`src/logic/dis_regs.vh`:
```
// Register offsets, field positions and reset values for the diagnostic register segment
// Behaviour
// Reading the line error high byte returns bits 15:8 of the 16-bit line error count.
// That same read snapshots bits 7:0 into the low byte register and clears the counter.
// The low byte register returns the snapshot, so software reads the high byte first.
// A read-only 8-bit field gives the measured reference clock frequency in MHz.
// A 4-bit target select picks the indirect bank, where 0000 is the pattern and timing bank and others are reserved.
// With auto-increment set, the indirect offset steps by one after each completed indirect read or write.
// With prefetch set, a write of the indirect offset register issues a read strobe to the selected bank.
// With both auto-increment and prefetch set, a read strobe also follows each host read of the data register.
// The indirect offset register holds an 8-bit offset and resets to 0x3a.
// A host write of the data register writes that byte into the selected bank at the current offset.
// A host read of the data register returns the selected bank's register at the current offset. Here it returns the last prefetched byte.
// Software must not rely on the data register's nominal reset value, which may vary between devices.
// The output mode field selects no toggling for 00, alternating toggling for 01 and data-driven toggling for 1x.
// With the configuration bit at zero the self-test is configured from bits 2:0; the value one is reserved. Here it is fixed at one.
// Once self-test is enabled the 2-bit clock source is written to remote offset 0x14; clearing enable stops it.
// The line error counter counts each errored line and saturates at its 16-bit maximum.
// Offset auto-increment wraps from 0xff to 0x00 without touching the target select.
`ifndef DIS_REGS_VH
`define DIS_REGS_VH
`define DIS_OFS_LERR_HI 8'h96
`define DIS_OFS_LERR_LO 8'h97
`define DIS_OFS_REFCLK 8'ha5
`define DIS_OFS_IND_CTL 8'hb0
`define DIS_OFS_IND_OFS 8'hb1
`define DIS_OFS_IND_DATA 8'hb2
`define DIS_OFS_BIST 8'hb3
`define DIS_RST_IND_CTL 8'h1c
`define DIS_RST_IND_CTL_BITS 6'h1c
`define DIS_RST_IND_OFS 8'h3a
`define DIS_RST_IND_DATA 8'h14
`define DIS_RST_BIST 8'h08
`define DIS_SEL_PATGEN 4'h0
`define DIS_IND_SEL_MSB 5
`define DIS_IND_SEL_LSB 2
`define DIS_IND_INC_BIT 1
`define DIS_IND_RD_BIT 0
`define DIS_BIST_MODE_MSB 7
`define DIS_BIST_MODE_LSB 6
`define DIS_BIST_CFG_BIT 3
`define DIS_BIST_CSRC_MSB 2
`define DIS_BIST_CSRC_LSB 1
`define DIS_BIST_EN_BIT 0
`define DIS_BIST_MODE_NONE 2'h0
`define DIS_BIST_MODE_ALT 2'h1
`define DIS_REMOTE_CSRC_OFS 8'h14
`define DIS_CNT_MAX 16'hffff
`define DIS_REFCLK_WIN_US 1
`define DIS_SYS_MHZ 100
`define DIS_REFCLK_WIN_CYC 8'd100
`endif

```
`src/logic/dis_bank.v`:
```
// Pattern generator and timing bank reached through the indirect window
`timescale 1ns/10ps
`include "dis_regs.vh"
module dis_bank (
  input wire sys_clk, // System clock
  input wire rst, // Asynchronous reset, active high
  input wire [7:0] bank_addr, // Register offset inside the bank
  input wire bank_wr, // Write strobe
  input wire [7:0] bank_wdata, // Write data
  input wire bank_rd, // Read strobe, loads the prefetch register
  output reg [7:0] bank_rdata // Prefetched read data
);
  reg [7:0] mem [0:255];
  integer i;

  always @(posedge sys_clk or posedge rst) begin
    if (rst) begin
      for (i = 0; i < 256; i = i + 1) begin
        mem[i] <= 8'h00;
      end
      bank_rdata <= `DIS_RST_IND_DATA;
    end else begin
      if (bank_wr) begin
        mem[bank_addr] <= bank_wdata;
      end
      // Write-through keeps a read strobe in the same cycle coherent
      if (bank_rd) begin
        bank_rdata <= bank_wr ? bank_wdata : mem[bank_addr];
      end
    end
  end
endmodule // dis_bank

```
`src/logic/dis_refclk.v`:
```
// Reference clock frequency meter: counts synchronised rising edges per microsecond
`timescale 1ns/10ps
`include "dis_regs.vh"
module dis_refclk (
  input wire sys_clk, // System clock
  input wire rst, // Asynchronous reset, active high
  input wire ref_clk_in, // Reference clock pin, sampled
  output reg [7:0] ref_mhz // Measured frequency in MHz
);
  // One microsecond window at the system clock rate
  localparam [7:0] WIN_CYC = `DIS_REFCLK_WIN_CYC;
  reg s1, s2, s3;
  reg [7:0] win_cnt;
  reg [7:0] edge_cnt;
  wire rise = s2 & ~s3;

  always @(posedge sys_clk or posedge rst) begin
    if (rst) begin
      s1 <= 1'b0;
      s2 <= 1'b0;
      s3 <= 1'b0;
      win_cnt <= 8'h00;
      edge_cnt <= 8'h00;
      ref_mhz <= 8'h00;
    end else begin
      s1 <= ref_clk_in;
      s2 <= s1;
      s3 <= s2;
      // Only clocks below half the sampling rate can be measured
      if (win_cnt == WIN_CYC - 8'h01) begin
        win_cnt <= 8'h00;
        ref_mhz <= edge_cnt + {7'h00, rise};
        edge_cnt <= 8'h00;
      end else begin
        win_cnt <= win_cnt + 8'h01;
        edge_cnt <= edge_cnt + {7'h00, rise};
      end
    end
  end
endmodule // dis_refclk

```
`src/logic/dis_top.v`:
```
// Diagnostic register segment: line error counter, reference clock meter, indirect window, self-test control
//
// Our own choice: register access over Wishbone.
`timescale 1ns/10ps
`include "dis_regs.vh"
module dis_top (
  input wire sys_clk, // System clock, 100 MHz
  input wire rst, // Asynchronous reset, active high
  input wire wb_cyc_i, // Wishbone cycle
  input wire wb_stb_i, // Wishbone strobe
  input wire wb_we_i, // Wishbone write enable
  input wire [9:0] wb_adr_i, // Wishbone byte address
  input wire [3:0] wb_sel_i, // Wishbone byte selects
  input wire [31:0] wb_dat_i, // Wishbone write data
  output reg [31:0] wb_dat_o, // Wishbone read data
  output reg wb_ack_o, // Wishbone acknowledge
  input wire line_error_pulse, // One-cycle pulse per errored output line
  input wire ref_clk_in, // Reference clock pin
  output reg [1:0] self_test_mode, // Output toggle pattern selection
  output wire self_test_enable, // Self-test running
  output reg remote_wr, // Pulse: write to remote serializer
  output reg [7:0] remote_addr, // Remote register offset
  output reg [7:0] remote_wdata // Remote write data
);
  reg [15:0] output_line_error_counter;
  reg [7:0] line_error_count_low;
  reg [5:0] ctl_bits;
  reg [7:0] indirect_offset;
  reg [7:0] bist;
  reg bist_en_d;
  reg bank_wr;
  reg [7:0] bank_wdata;
  reg bank_rd;
  reg [7:0] bank_addr;
  wire [7:0] bank_rdata;
  wire [7:0] reference_clock_mhz;

  wire [7:0] reg_idx = wb_adr_i[9:2];
  wire access = wb_cyc_i & wb_stb_i & ~wb_ack_o;
  wire wr_lane = wb_we_i & wb_sel_i[0];
  wire rd_hi = access & ~wb_we_i & (reg_idx == `DIS_OFS_LERR_HI);
  wire wr_ctl = access & wr_lane & (reg_idx == `DIS_OFS_IND_CTL);
  wire wr_ofs = access & wr_lane & (reg_idx == `DIS_OFS_IND_OFS);
  wire wr_data = access & wr_lane & (reg_idx == `DIS_OFS_IND_DATA);
  wire rd_data = access & ~wb_we_i & (reg_idx == `DIS_OFS_IND_DATA);
  wire wr_bist = access & wr_lane & (reg_idx == `DIS_OFS_BIST);
  wire [3:0] indirect_target_select = ctl_bits[`DIS_IND_SEL_MSB:`DIS_IND_SEL_LSB];
  wire indirect_offset_step_enable = ctl_bits[`DIS_IND_INC_BIT];
  wire indirect_prefetch_enable = ctl_bits[`DIS_IND_RD_BIT];
  wire target_ok = (indirect_target_select == `DIS_SEL_PATGEN);
  wire [7:0] indirect_control = {2'b00, ctl_bits};
  wire [7:0] indirect_data_value = target_ok ? bank_rdata : 8'h00;

  // Line error counter with read-to-clear snapshot
  always @(posedge sys_clk or posedge rst) begin
    if (rst) begin
      output_line_error_counter <= 16'h0000;
      line_error_count_low <= 8'h00;
    end else if (rd_hi) begin
      line_error_count_low <= output_line_error_counter[7:0];
      // An error in the clearing cycle is kept, not lost
      output_line_error_counter <= {15'h0000, line_error_pulse};
    end else if (line_error_pulse && output_line_error_counter != `DIS_CNT_MAX) begin
      output_line_error_counter <= output_line_error_counter + 16'h0001;
    end
  end

  // Indirect window control, offset, strobes
  always @(posedge sys_clk or posedge rst) begin
    if (rst) begin
      ctl_bits <= `DIS_RST_IND_CTL_BITS;
      indirect_offset <= `DIS_RST_IND_OFS;
      bank_wr <= 1'b0;
      bank_rd <= 1'b0;
      bank_wdata <= 8'h00;
      bank_addr <= 8'h00;
    end else begin
      bank_wr <= 1'b0;
      bank_rd <= 1'b0;
      if (wr_ctl) begin
        ctl_bits <= wb_dat_i[5:0];
      end
      if (wr_ofs) begin
        indirect_offset <= wb_dat_i[7:0];
        bank_addr <= wb_dat_i[7:0];
        bank_rd <= indirect_prefetch_enable & target_ok;
      end
      if (wr_data && target_ok) begin
        bank_wr <= 1'b1;
        bank_wdata <= wb_dat_i[7:0];
        bank_addr <= indirect_offset;
      end
      if ((wr_data || rd_data) && indirect_offset_step_enable) begin
        indirect_offset <= indirect_offset + 8'h01;
      end
      if (rd_data && indirect_offset_step_enable && indirect_prefetch_enable && target_ok) begin
        bank_addr <= indirect_offset + 8'h01;
        bank_rd <= 1'b1;
      end
      if (wr_data && target_ok && indirect_prefetch_enable) begin
        // Refresh the prefetch with the written byte
        bank_rd <= 1'b1;
      end
    end
  end

  // Self-test control; a rising enable posts the clock source to the remote side
  always @(posedge sys_clk or posedge rst) begin
    if (rst) begin
      bist <= `DIS_RST_BIST;
      bist_en_d <= 1'b0;
      self_test_mode <= `DIS_BIST_MODE_NONE;
      remote_wr <= 1'b0;
      remote_addr <= 8'h00;
      remote_wdata <= 8'h00;
    end else begin
      if (wr_bist) begin
        // Bits 5:3 are read-only; configuration bit stays one
        bist <= {wb_dat_i[7:6], bist[5:3], wb_dat_i[2:0]};
      end
      bist_en_d <= bist[`DIS_BIST_EN_BIT];
      self_test_mode <= bist[`DIS_BIST_MODE_MSB:`DIS_BIST_MODE_LSB];
      remote_wr <= bist[`DIS_BIST_EN_BIT] & ~bist_en_d;
      if (bist[`DIS_BIST_EN_BIT] && !bist_en_d) begin
        remote_addr <= `DIS_REMOTE_CSRC_OFS;
        remote_wdata <= {6'h00, bist[`DIS_BIST_CSRC_MSB:`DIS_BIST_CSRC_LSB]};
      end
    end
  end
  assign self_test_enable = bist[`DIS_BIST_EN_BIT] & ~bist[`DIS_BIST_CFG_BIT];

  // Wishbone read mux and single-wait acknowledge
  always @(posedge sys_clk or posedge rst) begin
    if (rst) begin
      wb_ack_o <= 1'b0;
      wb_dat_o <= 32'h00000000;
    end else begin
      wb_ack_o <= access;
      if (access && !wb_we_i) begin
        case (reg_idx)
          `DIS_OFS_LERR_HI: wb_dat_o <= {24'h000000, output_line_error_counter[15:8]};
          `DIS_OFS_LERR_LO: wb_dat_o <= {24'h000000, line_error_count_low};
          `DIS_OFS_REFCLK: wb_dat_o <= {24'h000000, reference_clock_mhz};
          `DIS_OFS_IND_CTL: wb_dat_o <= {24'h000000, indirect_control};
          `DIS_OFS_IND_OFS: wb_dat_o <= {24'h000000, indirect_offset};
          `DIS_OFS_IND_DATA: wb_dat_o <= {24'h000000, indirect_data_value};
          `DIS_OFS_BIST: wb_dat_o <= {24'h000000, bist};
          default: wb_dat_o <= 32'h00000000;
        endcase
      end
    end
  end

  dis_bank u_bank (
    .sys_clk(sys_clk),
    .rst(rst),
    .bank_addr(bank_addr),
    .bank_wr(bank_wr),
    .bank_wdata(bank_wdata),
    .bank_rd(bank_rd),
    .bank_rdata(bank_rdata)
  );

  dis_refclk u_refclk (
    .sys_clk(sys_clk),
    .rst(rst),
    .ref_clk_in(ref_clk_in),
    .ref_mhz(reference_clock_mhz)
  );
endmodule // dis_top

```
`config.mk`:
```
export PLATFORM = sky130hd
export DESIGN_NAME = dis_top
export DESIGN_NICKNAME = d
export VERILOG_FILES = /design/src/logic/dis_bank.v /design/src/logic/dis_refclk.v /design/src/logic/dis_top.v
export VERILOG_INCLUDE_DIRS = /design/src /design/src/logic
export SDC_FILE = /design/constraint.sdc
export NUM_CORES = 2
export LEC_CHECK = 0
export BUFFER_PORTS_ARGS = -buffer_cell sky130_fd_sc_hd__buf_2
export CAP_MARGIN = 10
export CORE_MARGIN = 3
export CORE_UTILIZATION = 35
export DETAILED_ROUTE_END_ITERATION = 12
export HOLD_SLACK_MARGIN = 0.12
export SLEW_MARGIN = 40
export SYNTH_ARGS = -nofsm -noshare
export SYNTH_HDL_FRONTEND = slang
export SYNTH_SLANG_ARGS = --single-unit
export TNS_END_PERCENT = 100
```
`constraint.sdc`:
```
create_clock -name sys_clk -period 101.2 [get_ports sys_clk]
set_clock_uncertainty 0.1 [all_clocks]
set_input_delay 5.06 -clock sys_clk [delete_from_list [all_inputs] [get_ports sys_clk]]
set_output_delay 5.06 -clock sys_clk [all_outputs]
set_load 0.02 [all_outputs]
```
==> flow_summary.ini <==
[status]
status = completed

[placed_design]
dp.cells = 9689
port_buffers = 39
hpwl_um = 158000
gp_congestion = 0.802

[synthesis]
synthFlopType = dfrtp_1
ys_async_sr_fraction_pct = 100
syn_avg_cell_area_um2 = 15.6
synth_edf_count = 0
synth_cells = 6307
ys_seq_area_share_pct = 55.1
ys_warn_count = 0
ys_ff_latch = 2160
syn_area_mm2 = 0.0981
synth_cell_type_count = 63

[critical_path]
critPathTopFamily = buffers and inverters
worstPathArrival_ns = 8.97
start_kind = primary input
slowest_delay_ns = 0.55
timing_worst_setup_path_type = primary input to async pin
crit_buf_inv = 9
crit_path_end_kind = async pin
rr_worst_depth = 10
required_ns = 102.07
cp_slowest_cell = buf_6
crit_cells = 9
cp_max_fo = 124
crit_chain = buf_2, inv_12, buf_6, buf_12, buf_16, buf_12, buf_16, buf_12, buf_16

[sta]
period_needed_ns = 8.10
hold_violations = 0
setup_viol = 0
worst_slew_pin_slew_ns = 0.952
rsz0062_at_grt = no
hold_slack_ns = 0.255
slew_violations = 0
fmax_mhz = 123
max-slew-margin-rel_pct = 35.7
finalCritPeriodShare_pct = 8.00
tns_ns = 0

[floorplanning]
die_width_um = 535
core_area_mm2 = 0.278
start_util_pct = 35.3
core.rowCount = 193
num_io_pins = 106
die_y_um = 535
die_area_mm2 = 0.287

[grt]
grt_pass1_wl_um = 395000
grt_usage_pct = 18.0
antenna_found_initial = 5
grt-ovfl-total = 0
grt_pass1_vias = 58800
grt_start_max_net_pins = 161

[clock_tree]
path_clk_slew_ns = 0.06
clock-sinks = 2160
cts_setup_buffers = 0
cts_buffers = 227
cts_hold_buf = 0
clock_latency_ns = 0.88
cts_tree = yes
root_buffer = clkbuf_16
htree_levels = 4
cts_resized = 0
cts_buffer_depth = 3

[detailed_routing]
vias = 56181
wl_um = 261000
via_per_inst = 5.56
route.detailed.drc = 0
ant_nets = 0
drt_iter0_markers = 3989
routedWlPerCell_um = 25.8
drt_first_pass_iters = 6

[power]
leakage_nw = 50.4
powerDensity_mw_per_mm2 = 15.9
ir_drop_uv = 16.0
total_power_mw = 1.75

[job]
drv_cap = 0

[final_layout]
drive_gt1_share_pct = 52.7
area_growth_pct = 12.6
fin_nets = 6274
fin_util_pct = 39.8
seq_area_mm2 = 0.0541
multiInputGateArea_mm2 = 0.0424
fillers = 25371
final_cells = 10112

[min_path]
whs_path_depth = 0
hp-class = flip-flop to flip-flop
[logic make-up after synthesis]
logic type / share of synthesized area [%]
flops: 55.1
simple gates: 2.87
buf+inv: 2.33
fa+ha+maj: 0.0638
xor+xnor: 0.161
other cells: 0.00382
compound gates: 2.79
mux: 36.7
[cell type report]
| type | count | share of cell area (%) |
|---|---|---|
| clock inverter | 62 | 0.711 |
| antenna | 1 | 0.00226 |
| multi-input combinational | 3663 | 38.4 |
| tap | 3705 | 4.19 |
| timing repair buffer | 154 | 1.55 |
| clock buffer | 357 | 6.18 |
| sequential | 2160 | 49.0 |
| inverter | 10 | 0.0453 |
[placed cells by master, fill, tap and decap left out, types with 11 or more instances in the layout]
master / count
nand2_1: 173
mux4_2: 558
nor2_2: 158
clkbuf_1: 66
conb_1: 37
clkbuf_16: 229
nand4_1: 14
buf_2: 39
a22oi_1: 181
nand3_1: 30
a21oi_1: 107
nand2b_1: 13
buf_6: 25
dfrtp_4: 12
o21ai_0: 28
mux2_2: 2075
buf_4: 51
bufinv_16: 12
buf_16: 11
clkbuf_8: 63
clkinv_2: 31
dfrtp_1: 2138
buf_12: 27
nor2_1: 81
[synth_stat cells, drive strengths merged (4+ instances only)]
master,n,area [um^2]
a21oi,107,536
a222oi,8,80.1
a22o,9,78.8
a22oi,181,1360
a311oi,6,52.6
a41oi,5,43.8
and2,9,56.3
and3,10,62.6
buf,163,945
clkbuf,347,1300
dfrtp,2151,53800
dfstp,9,236
ha,5,62.6
inv,9,33.8
mux2,2075,23400
mux2i,7,70.1
mux4,558,12600
nand2,175,659
nand2b,14,87.6
nand3,42,210
nand3b,5,37.5
nand4,14,87.6
nor2,245,1240
nor2b,13,81.3
nor3,14,95.1
nor4,4,25.0
o21ai,28,140
o22a,5,43.8
o22ai,5,31.3
o41ai,20,175
or3,8,50.1
xnor2,10,87.6
xor2,8,70.1
[sequential cells by signal, summed over array words and instances, names as in the netlist, 8 cells and up]
register / flops
u_bank.bank_rdata: 8
u_refclk.win_cnt: 8
wb_dat_o: 8
u_refclk.ref_mhz: 8
output_line_error_counter: 16
u_refclk.edge_cnt: 8
line_error_count_low: 8
u_bank.mem: 2048
indirect_offset: 8
bank_addr: 8
bank_wdata: 8
[routing by layer]
| layer | up-vias | global-route usage (%) | wire length [um] |
|---|---|---|---|
| li1 | 23358 | - | - |
| met1 | 31055 | 25.4 | 115000 |
| met2 | 1366 | 28.9 | 125000 |
| met3 | 400 | 2.84 | 13700 |
| met4 | 2 | 5.29 | 7320 |
| met5 | - | 0 | 8 |
[power by group]
group	switching (mW)	internal (mW)
Sequential	0.00339	0.866
Clock	0.351	0.493
Combinational	0.0316	0.00887
[worst paths after layout]
kind | start | end | slack [ns]
hold / removal | u_refclk.s1 | u_refclk.s2 | 0.25
setup reg to reg | bank_addr[0] | u_bank.bank_rdata[0] | 94.94
min in group asynchronous | rst | u_bank.mem[515] | 4.16
max in group sys_clk | wb_adr_i[5] | bank_addr[2] | 94.14
hold reg to reg | u_refclk.s1 | u_refclk.s2 | 0.25
setup / recovery | rst | u_bank.mem[1398] | 93.10
[metrics by stage]
| step | area [um^2] | worst slack (ns) |
|---|---|---|
| floorplan | 98300 | 35.03 |
| global placement | 102000 | 91.88 |
| detailed placement | 103000 | 91.66 |
| CTS | 110000 | 92.62 |
| global route | 111000 | 92.42 |
| finish | 111000 | 93.10 |
No activity file was read; power rests on OpenSTA's default activity.
